[src/shared/sdram_ctrl_pkg.sv]
// Shared constants, timing counts and encodings for the SDRAM controller
package sdram_ctrl_pkg;
    localparam int CLK_NS = 10;
    localparam int MEM_DIV = 2;
    localparam int TICK_NS = CLK_NS * MEM_DIV;

    function automatic int ns_to_ticks(input int ns);
        return (ns + TICK_NS - 1) / TICK_NS;
    endfunction

    localparam int TRP_NS = 20;
    localparam int TRCD_NS = 20;
    localparam int TRFC_NS = 70;
    localparam int TMRD_NS = 20;
    localparam int TXSR_NS = 80;
    localparam logic [3:0] TRP_TK = 4'(ns_to_ticks(TRP_NS));
    localparam logic [3:0] TRCD_TK = 4'(ns_to_ticks(TRCD_NS));
    localparam logic [3:0] TRFC_TK = 4'(ns_to_ticks(TRFC_NS));
    localparam logic [3:0] TMRD_TK = 4'(ns_to_ticks(TMRD_NS));
    localparam logic [3:0] TXSR_TK = 4'(ns_to_ticks(TXSR_NS));
    localparam int REF_NS = 7800;
    localparam logic [9:0] REF_CYC = 10'(REF_NS / CLK_NS);
    localparam logic [4:0] RD_EXTRA = 5'h03;

    localparam int ADDR_W = 28;
    localparam int COL_MIN_W = 8;
    localparam int ROW_MIN_W = 11;
    localparam logic [1:0] ROW_SEL_MAX = 2'h2;
    localparam int AP_BIT = 10;
    localparam logic [3:0] MASK_NONE = 4'hf;

    typedef enum logic [3:0] {
        CMD_LMR = 4'b0000,
        CMD_REF = 4'b0001,
        CMD_PRE = 4'b0010,
        CMD_ACT = 4'b0011,
        CMD_WR  = 4'b0100,
        CMD_RD  = 4'b0101,
        CMD_DPD = 4'b0110,
        CMD_NOP = 4'b0111
    } cmd_t;

    typedef enum logic [1:0] {
        MODE_RUN      = 2'b00,
        MODE_SELF_REF = 2'b01,
        MODE_PWR_DOWN = 2'b10,
        MODE_DEEP_PD  = 2'b11
    } mode_t;

    localparam logic [1:0] SZ_BYTE = 2'h0;
    localparam logic [1:0] SZ_HALF = 2'h1;
    localparam logic [1:0] SZ_WORD = 2'h2;

    typedef enum logic [3:0] {
        ST_IDLE   = 4'h0,
        ST_ACT    = 4'h1,
        ST_RW     = 4'h2,
        ST_RDWAIT = 4'h3,
        ST_REF    = 4'h4,
        ST_LMR    = 4'h5,
        ST_LOWP   = 4'h6,
        ST_SLEEP  = 4'h7
    } state_t;

    function automatic logic [1:0] eff_cas(input logic [1:0] c);
        return (c == 2'h0) ? 2'h1 : c;
    endfunction

    function automatic logic [12:0] low_mask(input logic [3:0] w);
        return 13'((14'h0001 << w) - 14'h0001);
    endfunction
endpackage

[src/hdl/sdram_addr_split.sv]
// Splits a system address into column, row and bank fields
`timescale 1ns/1ns
module sdram_addr_split
    import sdram_ctrl_pkg::*;
(
    // Address and geometry
    input wire logic [27:0] i_addr,
    input wire logic i_bus16,
    input wire logic [1:0] i_col_sel,
    input wire logic [1:0] i_row_sel,
    // Fields
    output logic [10:0] o_col,
    output logic [12:0] o_row,
    output logic [1:0] o_bank_field
);
    logic [1:0] lane_w;
    logic [3:0] col_w;
    logic [3:0] row_w;
    logic [27:0] after_col;
    logic [27:0] after_row;
    logic [27:0] bank_src;

    always_comb begin
        lane_w = i_bus16 ? 2'h1 : 2'h2;
        col_w = 4'(COL_MIN_W) + {2'h0, i_col_sel}; // RULE3
        // Undefined row code falls back to the widest row field
        row_w = 4'(ROW_MIN_W) + ((i_row_sel > ROW_SEL_MAX) ? {2'h0, ROW_SEL_MAX} : {2'h0, i_row_sel}); // RULE2
        after_col = i_addr >> lane_w; // RULE12
        o_col = 11'(after_col[12:0] & low_mask(col_w));
        after_row = after_col >> col_w; // RULE13
        o_row = after_row[12:0] & low_mask(row_w); // RULE14
        bank_src = after_row >> row_w;
        o_bank_field = bank_src[1:0];
    end
endmodule

[src/hdl/sdram_ctrl.sv]
// SDRAM controller front end: request port, row tracking, command sequencing
// Functional notes
// RULE1: Memory data path is 16 or 32 bits, chosen by configuration input.
// RULE2: Row counts of 2048, 4096 or 8192 are supported.
// RULE3: Column counts 256 to 2048 widen the column field accordingly.
// RULE4: Byte, half-word and word system transfers, lanes picked by byte masks.
// RULE5: Every read or write uses burst length one.
// RULE6: Open row per bank is remembered and reused without reactivation.
// RULE7: CAS latency 1, 2 or 3; read data captured after that latency.
// RULE8: Self-refresh, power-down and deep power-down modes are offered.
// RULE9: Chip select and strobes active low, clock enable active high.
// RULE10: Four active-low lane masks, low only on lanes the transfer uses.
// RULE11: Address split follows configured memory geometry.
// RULE12: 32-bit, 2K rows: byte bits, 8-11 bit column, 11-bit row, bank.
// RULE13: 32-bit, 4K rows: 12-bit row between column and 2-bit bank.
// RULE14: 32-bit, 8K rows: 13-bit row above column, then 2-bit bank.
// RULE15: Periodic refresh outside self-refresh, arbitrated with accesses.
// RULE16: Software should keep unrelated data in different banks.
`timescale 1ns/1ns
module sdram_ctrl
    import sdram_ctrl_pkg::*;
(
    // Clock and reset
    input wire logic I_CLK,
    input wire logic I_RST,
    // System request
    input wire logic I_REQ,
    input wire logic I_WRITE,
    input wire logic [27:0] I_ADDR,
    input wire logic [1:0] I_SIZE,
    input wire logic [31:0] I_WDATA,
    output logic O_BUSY,
    output logic O_ACK,
    output logic [31:0] O_RDATA,
    // Configuration and status
    input wire logic I_BUS16,
    input wire logic [1:0] I_COL_SEL,
    input wire logic [1:0] I_ROW_SEL,
    input wire logic [1:0] I_CAS_LAT,
    input wire logic [1:0] I_MODE,
    output logic O_ASLEEP,
    // Memory pins
    output logic O_MEM_CLK_OUT,
    output logic O_MEM_CLK_EN,
    output logic O_MEM_CHIP_SEL_N,
    output logic O_ROW_STROBE_N,
    output logic O_COL_STROBE_N,
    output logic O_MEM_WRITE_STROBE_N,
    output logic [1:0] O_BANK_FIELD,
    output logic [12:0] O_MEM_ADDR_OUT,
    output logic [3:0] O_BYTE_LANE_MASK_N,
    output logic [31:0] O_DQ_OUT,
    output logic O_DQ_OE,
    input wire logic [31:0] I_DQ_IN
);
    logic mem_clk_r;
    logic tick;
    logic [31:0] dq_s1_r;
    logic [31:0] dq_s2_r;
    logic busy_r;
    logic write_r;
    logic [27:0] addr_r;
    logic [1:0] size_r;
    logic [31:0] wdata_r;
    logic [9:0] ref_cnt_r;
    logic ref_pend_r;
    logic ref_done;
    state_t state_r;
    cmd_t cmd_r;
    logic [3:0] wait_r;
    logic cke_r;
    logic [12:0] addr_o_r;
    logic [1:0] bank_o_r;
    logic [3:0] mask_r;
    logic [31:0] dq_out_r;
    logic dq_oe_r;
    logic ack_r;
    logic [31:0] rdata_r;
    logic part_r;
    logic [4:0] rd_cnt_r;
    logic [3:0] open_v_r;
    logic [12:0] open_row_r [4];
    logic lmr_need_r;
    logic [1:0] cas_prog_r;
    mode_t sleep_mode_r;
    logic asleep_r;
    logic [27:0] acc_addr;
    logic [10:0] sp_col;
    logic [12:0] sp_row;
    logic [1:0] sp_bank;
    logic hsel;
    logic need_second;
    logic [1:0] cas_eff;
    logic [3:0] lane_n;
    logic [31:0] wr_word;

    // Memory clock is the system clock halved; commands change on its falling edge
    always_ff @(posedge I_CLK or posedge I_RST) begin
        if (I_RST) begin
            mem_clk_r <= 1'b0;
        end else begin
            mem_clk_r <= ~mem_clk_r;
        end
    end
    assign tick = mem_clk_r;

    always_ff @(posedge I_CLK or posedge I_RST) begin
        if (I_RST) begin
            dq_s1_r <= 32'h0;
            dq_s2_r <= 32'h0;
        end else begin
            dq_s1_r <= I_DQ_IN;
            dq_s2_r <= dq_s1_r;
        end
    end

    always_ff @(posedge I_CLK or posedge I_RST) begin
        if (I_RST) begin
            busy_r <= 1'b0;
            write_r <= 1'b0;
            addr_r <= 28'h0;
            size_r <= SZ_BYTE;
            wdata_r <= 32'h0;
        end else if (I_REQ && !busy_r) begin
            busy_r <= 1'b1;
            write_r <= I_WRITE;
            addr_r <= I_ADDR;
            size_r <= I_SIZE; // RULE4
            wdata_r <= I_WDATA;
        end else if (ack_r) begin
            busy_r <= 1'b0;
        end
    end

    // Expiry wins over the clear so a refresh due in the same cycle is kept
    assign ref_done = tick && (wait_r == 4'h0) && (state_r == ST_REF);
    always_ff @(posedge I_CLK or posedge I_RST) begin
        if (I_RST) begin
            ref_cnt_r <= REF_CYC - 10'h001;
            ref_pend_r <= 1'b0;
        end else begin
            ref_cnt_r <= (ref_cnt_r == 10'h000) ? REF_CYC - 10'h001 : ref_cnt_r - 10'h001;
            if (ref_cnt_r == 10'h000) begin
                ref_pend_r <= 1'b1; // RULE15
            end else if (ref_done) begin
                ref_pend_r <= 1'b0;
            end
        end
    end

    // Second half of a word on the narrow bus lands on the next column
    assign acc_addr = {addr_r[27:2], addr_r[1] | part_r, addr_r[0]};
    sdram_addr_split u_split (
        .i_addr(acc_addr),
        .i_bus16(I_BUS16),
        .i_col_sel(I_COL_SEL),
        .i_row_sel(I_ROW_SEL),
        .o_col(sp_col),
        .o_row(sp_row),
        .o_bank_field(sp_bank)
    ); // RULE11

    assign hsel = (size_r == SZ_WORD) ? part_r : addr_r[1];
    assign need_second = I_BUS16 && (size_r == SZ_WORD) && !part_r; // RULE1
    assign cas_eff = eff_cas(I_CAS_LAT);
    assign wr_word = I_BUS16 ? {16'h0, hsel ? wdata_r[31:16] : wdata_r[15:0]} : wdata_r;

    always_comb begin
        lane_n = MASK_NONE;
        if (I_BUS16) begin
            lane_n[1:0] = (size_r == SZ_BYTE) ? ~(2'h1 << addr_r[0]) : 2'h0; // RULE10
        end else if (size_r == SZ_WORD) begin
            lane_n = 4'h0;
        end else if (size_r == SZ_HALF) begin
            lane_n = addr_r[1] ? 4'h3 : 4'hc;
        end else begin
            lane_n = ~(4'h1 << addr_r[1:0]); // RULE4
        end
    end

    always_ff @(posedge I_CLK or posedge I_RST) begin
        if (I_RST) begin
            state_r <= ST_IDLE;
            wait_r <= 4'h0;
            cmd_r <= CMD_NOP;
            cke_r <= 1'b1;
            addr_o_r <= 13'h0;
            bank_o_r <= 2'h0;
            mask_r <= MASK_NONE;
            dq_out_r <= 32'h0;
            dq_oe_r <= 1'b0;
            ack_r <= 1'b0;
            rdata_r <= 32'h0;
            part_r <= 1'b0;
            rd_cnt_r <= 5'h0;
            open_v_r <= 4'h0;
            for (int i = 0; i < 4; i++) begin
                open_row_r[i] <= 13'h0;
            end
            lmr_need_r <= 1'b1;
            cas_prog_r <= 2'h1;
            sleep_mode_r <= MODE_RUN;
            asleep_r <= 1'b0;
        end else begin
            ack_r <= 1'b0;
            if (tick) begin
                cmd_r <= CMD_NOP;
                dq_oe_r <= 1'b0;
                mask_r <= MASK_NONE;
            end
            if (state_r == ST_RDWAIT) begin
                rd_cnt_r <= rd_cnt_r - 5'h01;
                if (rd_cnt_r == 5'h01) begin
                    if (!I_BUS16) begin
                        rdata_r <= dq_s2_r; // RULE7
                    end else if (hsel) begin
                        rdata_r[31:16] <= dq_s2_r[15:0];
                    end else begin
                        rdata_r[15:0] <= dq_s2_r[15:0];
                    end
                    if (need_second) begin
                        part_r <= 1'b1;
                        state_r <= ST_RW;
                    end else begin
                        part_r <= 1'b0;
                        ack_r <= 1'b1;
                        state_r <= ST_IDLE;
                    end
                end
            end else if (tick) begin
                if (wait_r != 4'h0) begin
                    wait_r <= wait_r - 4'h1;
                end else begin
                    case (state_r)
                        ST_IDLE: begin
                            // Housekeeping first, then the pending access
                            if (lmr_need_r || cas_prog_r != cas_eff ||
                                ref_pend_r || I_MODE != MODE_RUN) begin
                                cmd_r <= CMD_PRE;
                                addr_o_r <= 13'h1 << AP_BIT;
                                open_v_r <= 4'h0;
                                wait_r <= TRP_TK;
                                if (lmr_need_r || cas_prog_r != cas_eff) begin
                                    state_r <= ST_LMR;
                                end else if (ref_pend_r) begin
                                    state_r <= ST_REF; // RULE15
                                end else begin
                                    sleep_mode_r <= mode_t'(I_MODE);
                                    state_r <= ST_LOWP; // RULE8
                                end
                            end else if (busy_r && !ack_r) begin
                                if (open_v_r[sp_bank] && open_row_r[sp_bank] == sp_row) begin
                                    state_r <= ST_RW; // RULE6
                                end else if (open_v_r[sp_bank]) begin
                                    cmd_r <= CMD_PRE;
                                    addr_o_r <= 13'h0;
                                    bank_o_r <= sp_bank;
                                    open_v_r[sp_bank] <= 1'b0;
                                    wait_r <= TRP_TK;
                                    state_r <= ST_ACT;
                                end else begin
                                    state_r <= ST_ACT;
                                end
                            end
                        end
                        ST_ACT: begin
                            cmd_r <= CMD_ACT;
                            addr_o_r <= sp_row;
                            bank_o_r <= sp_bank;
                            open_v_r[sp_bank] <= 1'b1; // RULE6
                            open_row_r[sp_bank] <= sp_row;
                            wait_r <= TRCD_TK;
                            state_r <= ST_RW;
                        end
                        ST_RW: begin
                            // Column bit 10 moves to A11 so A10 stays clear of auto-precharge
                            cmd_r <= write_r ? CMD_WR : CMD_RD; // RULE9
                            addr_o_r <= {1'b0, sp_col[10], 1'b0, sp_col[9:0]};
                            bank_o_r <= sp_bank;
                            mask_r <= lane_n; // RULE10
                            if (write_r) begin
                                dq_oe_r <= 1'b1;
                                dq_out_r <= wr_word;
                                if (need_second) begin
                                    part_r <= 1'b1;
                                end else begin
                                    part_r <= 1'b0;
                                    ack_r <= 1'b1;
                                    state_r <= ST_IDLE;
                                end
                            end else begin
                                rd_cnt_r <= 5'({3'h0, cas_eff} * MEM_DIV) + RD_EXTRA; // RULE7
                                state_r <= ST_RDWAIT;
                            end
                        end
                        ST_LMR: begin
                            cmd_r <= CMD_LMR;
                            addr_o_r <= {6'h00, 1'b0, cas_eff, 4'h0}; // RULE5
                            bank_o_r <= 2'h0;
                            lmr_need_r <= 1'b0;
                            cas_prog_r <= cas_eff;
                            wait_r <= TMRD_TK;
                            state_r <= ST_IDLE;
                        end
                        ST_REF: begin
                            cmd_r <= CMD_REF;
                            wait_r <= TRFC_TK;
                            state_r <= ST_IDLE;
                        end
                        ST_LOWP: begin
                            cke_r <= 1'b0;
                            asleep_r <= 1'b1;
                            case (sleep_mode_r)
                                MODE_SELF_REF: cmd_r <= CMD_REF;
                                MODE_DEEP_PD: cmd_r <= CMD_DPD;
                                default: cmd_r <= CMD_NOP;
                            endcase
                            state_r <= ST_SLEEP; // RULE8
                        end
                        ST_SLEEP: begin
                            // Power-down holds no refresh of its own, so wake to refresh
                            if (I_MODE != sleep_mode_r ||
                                (sleep_mode_r == MODE_PWR_DOWN && ref_pend_r)) begin
                                cke_r <= 1'b1;
                                asleep_r <= 1'b0;
                                wait_r <= TXSR_TK;
                                if (sleep_mode_r == MODE_DEEP_PD) begin
                                    lmr_need_r <= 1'b1;
                                end
                                state_r <= ST_IDLE;
                            end
                        end
                        default: state_r <= ST_IDLE;
                    endcase
                end
            end
        end
    end

    assign O_BUSY = busy_r;
    assign O_ACK = ack_r;
    assign O_RDATA = rdata_r;
    assign O_ASLEEP = asleep_r;
    assign O_MEM_CLK_OUT = mem_clk_r;
    assign O_MEM_CLK_EN = cke_r;
    assign O_MEM_CHIP_SEL_N = cmd_r[3];
    assign O_ROW_STROBE_N = cmd_r[2];
    assign O_COL_STROBE_N = cmd_r[1];
    assign O_MEM_WRITE_STROBE_N = cmd_r[0];
    assign O_BANK_FIELD = bank_o_r;
    assign O_MEM_ADDR_OUT = addr_o_r;
    assign O_BYTE_LANE_MASK_N = mask_r;
    assign O_DQ_OUT = dq_out_r;
    assign O_DQ_OE = dq_oe_r;
endmodule

[config.mk]
export PLATFORM = sky130hd
export DESIGN_NAME = sdram_ctrl
export DESIGN_NICKNAME = d
export VERILOG_FILES = /design/src/shared/sdram_ctrl_pkg.sv /design/src/hdl/sdram_addr_split.sv /design/src/hdl/sdram_ctrl.sv
export SDC_FILE = /design/constraint.sdc
export NUM_CORES = 1
export LEC_CHECK = 0
export BUFFER_PORTS_ARGS = -buffer_cell sky130_fd_sc_hd__buf_4
export CAP_MARGIN = 20
export CORE_MARGIN = 10
export CORE_UTILIZATION = 50
export DETAILED_ROUTE_END_ITERATION = 10
export GPL_ROUTABILITY_DRIVEN = 0
export PLACE_DENSITY_LB_ADDON = 0.15
export SYNTH_ARGS = -nofsm -noshare
export SYNTH_HDL_FRONTEND = slang
export SYNTH_SLANG_ARGS = --single-unit
export TNS_END_PERCENT = 30
[constraint.sdc]
create_clock -name I_CLK -period 10.07 [get_ports I_CLK]
set_input_delay 1.5105 -clock I_CLK [delete_from_list [all_inputs] [get_ports I_CLK]]
set_output_delay 1.5105 -clock I_CLK [all_outputs]
set_load 0.05 [all_outputs]
# Word-level counts from Yosys, hierarchy flattened
# Index checks and enable logic that the tools add are counted.
[totals] register_bits=306 inputBits=107 out_inout_bits=93 word_cells=270
[op_classes] n_addsub=8 n_lt_le_gt_ge=5 n_eq_ne=37 shifts=7 n_mux=114 bitwise_logic=14 n_reduce_logical=52
[op_table] operator="4-bit 2-to-1 mux" n=35
[op_table] operator="13-bit 2-to-1 mux" n=7
[op_table] operator="32-bit 2-to-1 mux" n=2
[op_table] operator="52-bit bitwise mux" n=1
[op_table] operator="13-bit case mux with 4 select lines" n=1
[op_table] operator="16-bit 2-to-1 mux" n=3
[op_table] operator="1-bit 2-to-1 mux" n=32
[op_table] operator="2-bit 2-to-1 mux" n=14
[op_table] operator="7-bit AND reduction" n=4
[op_table] operator="28-bit by 2-bit >> shifter with 28-bit output" n=1
[op_table] operator="28-bit by 4-bit >> shifter with 2-bit output" n=1
[op_table] operator="28-bit by 4-bit >> shifter with 28-bit output" n=1
[op_table] operator="13-bit binary-select mux with 2-bit select" n=1
[op_table] operator="13-bit demux with 2-bit select" n=1
[op_table] operator="5-bit 2-to-1 mux" n=5
[op_table] operator="4-bit case mux with 6 select lines" n=1
[op_table] operator="4-bit != test (second input constant)" n=5
[op_table] operator="4-bit case mux with 5 select lines" n=1
[op_table] operator="2-bit nonzero test" n=9
[op_table] operator="4-bit by 3-bit == test with 1-bit output (second input constant)" n=4
[op_table] operator="2-bit != test (second input constant)" n=8
[op_table] operator="4-bit case mux with 4 select lines" n=1
[op_table] operator="3-bit != test (second input constant)" n=5
[op_table] operator="5-bit AND reduction" n=3
[op_table] operator="55 further kinds" n=91

# Longest topological paths before layout
# Gate-level depths: netlist of the first run.
[depth] word_depth=17 mapped_depth=16 ltp_nobuf=11

# Modules after synthesis
# From an unflattened synthesis of the first run, not the netlist that was laid out.
[hier_totals] cells_unflattened=1041 hier_area_um2=13279.0
[modules_own_cells] module="sdram_ctrl" instances=1 cells_each=956 area_per_inst_um2=12435.7 seq_area_each_um2=7651.1
[modules_own_cells] module="sdram_addr_split" instances=1 cells_each=85 area_per_inst_um2=843.3 seq_area_each_um2=0.0

# Worst setup path after synthesis of the first run
# Ideal clock, no wire load.
[synth_timing] kind="input port to flip-flop" from="input I_COL_SEL[0]" to="register addr_o_r[0] (netlist: O_MEM_ADDR_OUT[0])" setup_time_ps=125 arrival_ps=4676 t_required_ps=9945 slack_ps=5269 path_stages=15 path_buffers=4 path_cell_list="buf_4 nand2b_1 buf_2 o221ai_1 o221ai_1 a21o_1 buf_4 mux2i_1 mux2_1 a2111oi_2 nand4_1 nor4_4 o21ai_2 buf_6 mux2_4"
[synth_between] elab_chain_len=11 elab_cells_between_ends=19 classes_between="2 x add/sub; 3 x eq/ne; 3 x shift; 6 x mux; 3 x bitwise; 2 x reduce/logical"
[synth_lines] element="start, declared" line_no="sdram_ctrl.sv:37" text="input wire logic [1:0] I_COL_SEL,"
[synth_lines] element="4-bit by 2-bit adder with 4-bit output (*)" line_no="sdram_addr_split.sv:25" text="col_w = 4'(COL_MIN_W) + {2'h0, i_col_sel};"
[synth_lines] element="28-bit by 4-bit >> shifter with 28-bit output" line_no="sdram_addr_split.sv:30" text="after_row = after_col >> col_w;"
[synth_lines] element="28-bit by 4-bit >> shifter with 2-bit output" line_no="sdram_addr_split.sv:32" text="bank_src = after_row >> row_w;"
[synth_lines] element="2-bit NOT with 3-bit output (implied by the code)" line_no="sdram_ctrl.sv:252" text="if (open_v_r[sp_bank] && open_row_r[sp_bank] == sp_row) begin"
[synth_lines] element="13-bit binary-select mux with 2-bit select" line_no="sdram_ctrl.sv:252"
[synth_lines] element="13-bit 2-to-1 mux (implied by the code) (2 in a row)" line_no="sdram_ctrl.sv:252"
[synth_lines] element="13-bit == test" line_no="sdram_ctrl.sv:252"
[synth_lines] element="1-bit logical AND" line_no="sdram_ctrl.sv:252"
[synth_lines] element="3-bit != test (no line)"
[synth_lines] element="7-bit AND reduction (no line)"
[synth_lines] element="end signal, assigned" line_no="sdram_ctrl.sv:240" text="addr_o_r <= 13'h1 << AP_BIT;"
[synth_lines] element="end signal, assigned" line_no="sdram_ctrl.sv:268" text="addr_o_r <= sp_row;"
[synth_lines] element="end signal, assigned" line_no="sdram_ctrl.sv:278" text="addr_o_r <= {1'b0, sp_col[10], 1'b0, sp_col[9:0]};"
[synth_lines] element="end, declared" line_no="sdram_ctrl.sv:72" text="logic [12:0] addr_o_r;"
# Mark *: on every way between the ends. The rest lies on a longest branch, timed or not. The select of a mux whose other input is x is not followed.
# A chain may end at the register's enable or synchronous reset.

# Worst setup path in the final report of the first run
[layout_timing] from="input I_BUS16" to="register addr_o_r[6] (netlist: O_MEM_ADDR_OUT[6])"
[layout_between] elab_chain_len=12 elab_cells_between_ends=18 classes_between="3 x eq/ne; 3 x shift; 7 x mux; 3 x bitwise; 2 x reduce/logical"
[layout_lines] element="start, declared" line_no="sdram_ctrl.sv:36" text="input wire logic I_BUS16,"
[layout_lines] element="2-bit 2-to-1 mux (*)" line_no="sdram_addr_split.sv:24" text="lane_w = i_bus16 ? 2'h1 : 2'h2;"
[layout_lines] element="28-bit by 2-bit >> shifter with 28-bit output (*)" line_no="sdram_addr_split.sv:28" text="after_col = i_addr >> lane_w;"
[layout_lines] element="28-bit by 4-bit >> shifter with 28-bit output" line_no="sdram_addr_split.sv:30"
[layout_lines] element="28-bit by 4-bit >> shifter with 2-bit output" line_no="sdram_addr_split.sv:32"
[layout_lines] element="2-bit NOT with 3-bit output (implied by the code)" line_no="sdram_ctrl.sv:252"
[layout_lines] element="13-bit binary-select mux with 2-bit select" line_no="sdram_ctrl.sv:252"
[layout_lines] element="13-bit 2-to-1 mux (implied by the code) (2 in a row)" line_no="sdram_ctrl.sv:252"
[layout_lines] element="13-bit == test" line_no="sdram_ctrl.sv:252"
[layout_lines] element="1-bit logical AND" line_no="sdram_ctrl.sv:252"
[layout_lines] element="3-bit != test (no line)"
[layout_lines] element="7-bit AND reduction (no line)"
# Marks and branches as above.

==> impl_results.md, run 1 <==
* First DRT Iteration DRCs at 560
* Max clock buf depth at 3
* Async SR Flop Fraction at between 90% and 100%
* Net Sw Power at between 0.002 and 0.0025 W
* Hold Path Class: flip-flop to flip-flop
* Part of the power in registers at between 30% and 40%
* Post-synthesis xor/xnor area fraction at about 1.3%
* Sequential area share after synthesis at approximately 58%
* Internal Power at 0.00312 W
* Worst vdd ir at ~0.21 mV
* CP Max Fanout at 68
* Drt first pass iters at 4
* Worst path slowest cell: a21o_1
* Slew Viols, Final at 0
* Drc violations at 0
* Ys flop type: dfrtp_1
* Wire length on met2 at about 16 mm
* Clock Sinks at ~300
* Core area at ~0.026 sq mm
* Util after Layout at ~62%
* Syn-to-layout area delta at 21.5%
* Vias in the first global route at 9,743
* Simple-gate share of the synthesized area at approximately 11%
* Maxcap violations at 0
* Drt total wl at around 33 mm
* Cell mode on critical path: o221ai_1
* IO Port Bufs at 199
* Fin crit share at 60.7%
* CP max stage delay at around 650 ps
* Met1 wire length at 13.7 mm
* Vias per cell at between 5 and 6
* Root Driver: clkbuf_16
* Mapped Nets at around 1,300
* FF+latch count, synth at a little over 300
* Arrival time worst endpoint at between 6000 and 7000 ps
* H-tree depth at 2
* Power Density at between 300 and 400 mW/mm^2
* Cell count after placement at 1,659
* Initial Util at 50.9%
* Final setup fails at 0
* Worst setup EP type: flip-flop
* Pin count of the biggest net entering global routing at 177
* Reg clk slew, reported paths at about 60 ps
* Final hold vios at 0
* Final Net Count at around 1,500
* DIE AREA at 0.0334 sq mm
* Top cell type's share of synthesized area at between 50% and 60%
* Power share of the clock group at 23.5%
* Crit path launch type: input pin
* Total Neg Setup Slack at 0 ps
* Top Metal Used: met5
* Initial antenna violation count at 3
* Vias at about 9,500
* Switching Share at roughly two fifths
* CP delay by family, top: compound AO/OA/AOI/OAI gates
* Static Leak at between 7 and 8 nW
* Combinational family with the most area after synthesis: multiplexers
* Die width at 183 microns
* Synthesized cell area at ~0.013 sq mm
* Setup Buffers After CTS at 0
* Highest Clock Rate at between 0.15 and 0.2 GHz
* Leading cell type by number of instances after synthesis: dfrtp_1
* Post-synth EDFFs at 0
* GRT Overall Usage at 19.2%
* Status: complete, no violations
* WL met3 at between 2 and 2.5 mm
* Top cells by area, synth: dfrtp_1 (55%), mux2_2 (7.6%), o21ai_0 (4.9%)
* Slew @ Worst Pin at around 1000 ps
* Multiplexer area fraction after synthesis at 13.5%
* Finished Layout Cells at approximately 1,700
* Num CTS Buffers at 34
* Synth warn at 0
* Hold buffer count at CTS at 0
* Mapped Cells at ~1,200
* Routed WL per cell at approximately 19 microns
* Avg Cell Area, Syn at between 10 and 15 sq um
* Compound-Gate Fraction of Synth Area at between 10% and 20%
* TritonCTS clock tree: built
* Post-synth cell types at 74
* WP buf/inv at 1
* DP Area at 0.0150 sq mm
* Worst Skew at ~13 ps
* Worst path cell trace: buf_4, xor2_2, o221ai_1, o221ai_1, a21o_1, mux2i_1, mux2_1, a2111oi_2, nand4_1, nor4_4, o21ai_2, mux2_4
* Rows at 59
* Crit path time final at between 6000 and 7000 ps
* Share of cells above drive strength 1 at 28.8%
* Post-Synth Adder-Cell Area at less than 1%
* Power, Total at 0.00516 W
* First-pass GRT wire length at 52.5 mm
* DPL Wire Length at 22.4 mm
* Post-synth top area cell: dfrtp_1
* Die height at approximately 180 microns
* Antenna-violating nets left at 0
* Resized cells post-CTS at 0
* Final Cell Area at approximately 0.016 sq mm
* WP data required at roughly 10,000 ps
* Synth top cells by count: dfrtp_1 (290), nand2_1 (158), o21ai_0 (129)
* IO Pins at 200
* Logic gate share of total power at between 30% and 40%
* Setup CP Type: input pin to flip-flop
* Relative slew slack at between 30% and 40%
* Grt ovf at 0
* Clock Latency Late Sink at ~520 ps
* RSZ-0062 raised after global routing: false
-- area by class of cell --
class                           count  area, sq um
Timing Repair Buffer              210         1590
Antenna cell                        2         5.00
Multi-Input combinational cell    782         5250
Fill cell                        2130         9950
Sequential cell                   305         7650
Clock inverter                     12          145
Inverter                           27          109
Tap cell                          335          419
Clock buffer                       47          950
-- flip-flops by register name, summed over array words and instances (netlist names), 2 cells and up, named ones only --
| signal | cells |
|---|---|
| open_row_r | 52 |
| O_DQ_OUT | 32 |
| O_RDATA | 32 |
| dq_s1_r | 32 |
| dq_s2_r | 32 |
| wdata_r | 32 |
| addr_r | 28 |
| O_MEM_ADDR_OUT | 13 |
| ref_cnt_r | 10 |
| rd_cnt_r | 5 |
| open_v_r | 4 |
| wait_r | 4 |
| state_r | 3 |
| O_BANK_FIELD | 2 |
| cas_prog_r | 2 |
| size_r | 2 |
| sleep_mode_r | 2 |
-- logic make-up after synthesis --
family | after synthesis
AND/OR/NAND/NOR | 322
multiplexers | 162
adder cells (fa/ha/maj) | 3
AO/OA/AOI/OAI | 276
XOR/XNOR | 19
buffers and inverters | 93
flip-flops | 305
-- path summary, 6_finish.rpt --
kind                       depth (start not counted)                 to  startpoint  slack, ps
setup / recovery                                  12  O_MEM_ADDR_OUT[6]     I_BUS16       3960
hold / removal                                     0         dq_s2_r[2]  dq_s1_r[2]        350
setup reg to reg                                  11  O_MEM_ADDR_OUT[6]  addr_r[25]       5780
hold reg to reg                                    0         dq_s2_r[2]  dq_s1_r[2]        350
max in group asynchronous                          3     open_row_r[10]       I_RST       7410
min in group asynchronous                          2         dq_s1_r[5]       I_RST       1130
-- through the flow --
step | hold WS, ps | setup WS [ps]
global placement | 331 | 3650
floorplan | 331 | 153
detailed placement | 335 | 3450
finish | 346 | 3960
global route | 353 | 3630
CTS | 347 | 3990
-- metal layers --
layer	vias to the layer above	GRT usage [%]
li1	4564	-
met1	4598	24.0
met2	254	31.1
met3	48	6.42
met4	2	5.75
met5	-	0
-- power by group through the flow --
stage	sequential (W)	clock, W	combinational (W)
6_report	0.00195	0.00121	0.00200
5_1_grt	0.00200	0.00129	0.00218
4_1_cts	0.00195	0.00124	0.00202
3_5_place_dp	0.00196	0	0.00201
3_3_place_gp	0.00196	0	0.00197
2_1_floorplan	0.00228	0	0.00110
-- placed cells by master (no fill, tap or decap), drive strengths merged, types with 3 or more instances in the layout --
master,synthesis,layout
a221oi,8,8
a21o,5,5
o221a,3,3
inv,26,27
a22oi,3,3
buf,18,210
ha,3,3
nand3,19,19
a211oi,5,5
o211ai,11,11
o221ai,19,19
o22ai,15,15
and2,4,4
mux2,101,101
nand2b,27,27
xnor2,8,8
nor2b,8,8
clkinv,1,8
a2bb2oi,3,3
o21ai,132,132
o32ai,4,4
nand2,158,158
a31oi,4,4
nor3,21,21
clkbuf,48,47
dfstp,15,15
xor2,11,11
mux2i,61,61
or3b,9,9
o22a,7,7
or3,7,7
nor4,4,4
dfrtp,290,290
nand4,3,3
nor2,55,55
a21oi,34,34
No activity file was read; power rests on OpenSTA's default activity.
==> run 2, diff against run 1 <==
clock period = 5.63 ns   (was 10.07 ns; I/O delays follow)
==> run 2 against run 1 <==
Effect of this change:
- clock power grew 74%
- worst setup slack got worse by 3000 ps
- first-iteration DRC count increased by 18%
- final cell count grew 0.64%
- combinational power increased by 81%
- count of clock-buffer cells in the layout is 7 higher
- critical path depth up 1
- critical path type unchanged
==> impl_results.md, run 2 (synthesis gave the netlist of run 1 again) <==
* Setup CP Type: input pin to flip-flop (unchanged)
* Pin count of the biggest net entering global routing at 121 (was 177)
* Routed WL per cell at 19.0 microns (was 18.9 microns)
* Drt first pass iters at 5 (was 4)
* Vias at 9,600 (was 9,466)
* Worst Skew at 24.1 ps (was 12.9 ps)
* Worst vdd ir at 0.454 mV (was 0.211 mV)
* Setup Buffers After CTS at 0 (unchanged)
* Crit path launch type: input pin (unchanged)
* Maxcap violations at 0 (unchanged)
* DPL Wire Length at 22.7 mm (was 22.4 mm)
* H-tree depth at 2 (unchanged)
* DIE AREA at 0.0334 sq mm (unchanged)
* Syn-to-layout area delta at 22.1% (was 21.5%)
* Slew Viols, Final at 0 (unchanged)
* Place WS at 530 ps (was 3450 ps)
* Hold buffer count at CTS at 0 (unchanged)
* Worst path slowest cell: nor4_4 (was a21o_1)
* RSZ-0062 raised after global routing: false (unchanged)
* Reg clk slew, reported paths at 60 ps (about the same)
* IO Port Bufs at 199 (unchanged)
* First DRT Iteration DRCs at 663 (was 560)
* Root Driver: clkbuf_16 (unchanged)
* Highest Clock Rate at 0.213 GHz
* Core area at 0.0261 sq mm (unchanged)
* Finished Layout Cells at 1,731 (was 1,720)
* Fin worst setup slack at 932 ps (was 3960 ps)
* Reg with most FFs: open_row_r (unchanged)
* First-pass GRT wire length at 53.7 mm (was 52.5 mm)
* IO Pins at 200 (unchanged)
* Grt ovf at 0 (unchanged)
* Share of cells above drive strength 1 at 29.2% (was 28.8%)
* Die width at 183 microns (unchanged)
* Arrival time worst endpoint at 5070 ps (was 6500 ps)
* Commonest cells after routing, fill and taps aside: dfrtp_1 (290), buf_4 (220), nand2_1 (158), o21ai_0 (129), mux2_2 (89) (was dfrtp_1 (290), buf_4 (209), nand2_1 (158), o21ai_0 (129), mux2_2 (89))
* Drt total wl at 32.9 mm (was 32.5 mm)
* Static Leak at 7.44 nW (was 7.39 nW)
* Max clock buf depth at 3 (unchanged)
* Slew @ Worst Pin at 1060 ps (was 1010 ps)
* Largest register FFs at 52 (unchanged)
* Final Net Count at 1,482 (was 1,470)
* Final setup fails at 0 (unchanged)
* Initial Util at 50.9% (unchanged)
* Worst setup EP type: flip-flop (unchanged)
* Total Neg Setup Slack at 0 ps (unchanged)
* Status: complete, no violations (unchanged)
* Die height at 183 microns (unchanged)
* Final hold vios at 0 (unchanged)
* CP max stage delay at 570 ps (was 650 ps)
* Resized cells post-CTS at 0 (unchanged)
* CP Max Fanout at 19 (was 68)
* Relative slew slack at 29.3% (was 32.6%)
* Drc violations at 0 (unchanged)
* Num CTS Buffers at 34 (unchanged)
* Vias per cell at 5.55 (was 5.50)
* Power, Total at 0.00921 W (was 0.00516 W)
* Util after Layout at 62.1% (was 61.8%)
* Fin crit share at a little over four fifths
* Fill count at 2,137 (was 2,130)
* GRT Overall Usage at 19.6% (was 19.2%)
* Antenna-violating nets left at 0 (unchanged)
* Worst path cell trace: buf_4, nand2b_1, o221ai_1, o221ai_1, a21bo_1, buf_4, mux2i_1, xor2_1, o32ai_1, nand4_1, nor4_4, o21ai_2, mux2_4 (was buf_4, xor2_2, o221ai_1, o221ai_1, a21o_1, mux2i_1, mux2_1, a2111oi_2, nand4_1, nor4_4, o21ai_2, mux2_4)
* WP data required at 6010 ps (was 10,460 ps)
* Vias in the first global route at 9,973 (was 9,743)
* Cell count after placement at 1,671 (was 1,659)
* Initial antenna violation count at 2 (was 3)
* Commonest non-fill, non-tap cell in the layout: dfrtp_1 (unchanged)
* Hold Path Class: flip-flop to flip-flop (unchanged)
* Rows at 59 (unchanged)
* Power Density at 569 mW/mm^2 (was 320 mW/mm^2)
* Clock Sinks at 305 (unchanged)
* Crit path time final at 4700 ps
* TritonCTS clock tree: built (unchanged)
* Clock Latency Late Sink at 510 ps (was 520 ps)
run 2: metal layers:
| layer | routed length [microns] | part of all wire, % | track usage, % |
|---|---|---|---|
| met5 | 0 | 0 | 0 |
| met4 | 707 | 2.1 | 6.07 |
| met3 | 2580 | 7.8 | 5.94 |
| met2 | 15600 | 47 | 31.5 |
| met1 | 14000 | 43 | 25.1 |
run 2: final cells by class:
cell class | instances | area [sq um] | share of cell area [%]
inverter | 27 | 105 | 0.649
clock inverter | 4 | 46.3 | 0.286
multi-input combinational | 782 | 5250 | 32.4
antenna | 2 | 5.00 | 0.0309
tap | 335 | 419 | 2.59
sequential | 305 | 7650 | 47.3
clock buffer | 54 | 1030 | 6.34
timing repair buffer | 222 | 1690 | 10.4
run 2: final timing paths:
| kind | from | endpoint | slack, ps | cells after the start |
|---|---|---|---|---|
| hold reg to reg | dq_s1_r[26] | dq_s2_r[26] | 340 | 0 |
| setup / recovery | I_COL_SEL[0] | O_MEM_ADDR_OUT[5] | 930 | 13 |
| setup reg to reg | addr_r[23] | O_MEM_ADDR_OUT[5] | 1350 | 12 |
| min in group asynchronous | I_RST | O_DQ_OUT[10] | 480 | 3 |
| max in group asynchronous | I_RST | sleep_mode_r[1] | 4080 | 4 |
| hold / removal | dq_s1_r[26] | dq_s2_r[26] | 340 | 0 |
run 2: per-stage QoR:
step	hold WS [ps]	cell area (sq um)
6_report	341	16200
5_1_grt	350	16200
4_1_cts	344	16200
3_5_place_dp	335	15100
3_3_place_gp	331	15100
2_1_floorplan	331	13300
run 2: where the power goes:
group	switching, W	internal [W]
sequential	0.000571	0.00291
clock	0.000860	0.00125
combinational	0.00221	0.00141
total	0.00364	0.00557
run 2: critical path: cells and delay by family:
kind	cells	cell delay, ps
AOI/OAI and AO/OA	5	1820
and+or+nand+nor	3	1160
muxes	2	620
buffers and inverters	2	490
xor gates and xnor gates	1	90
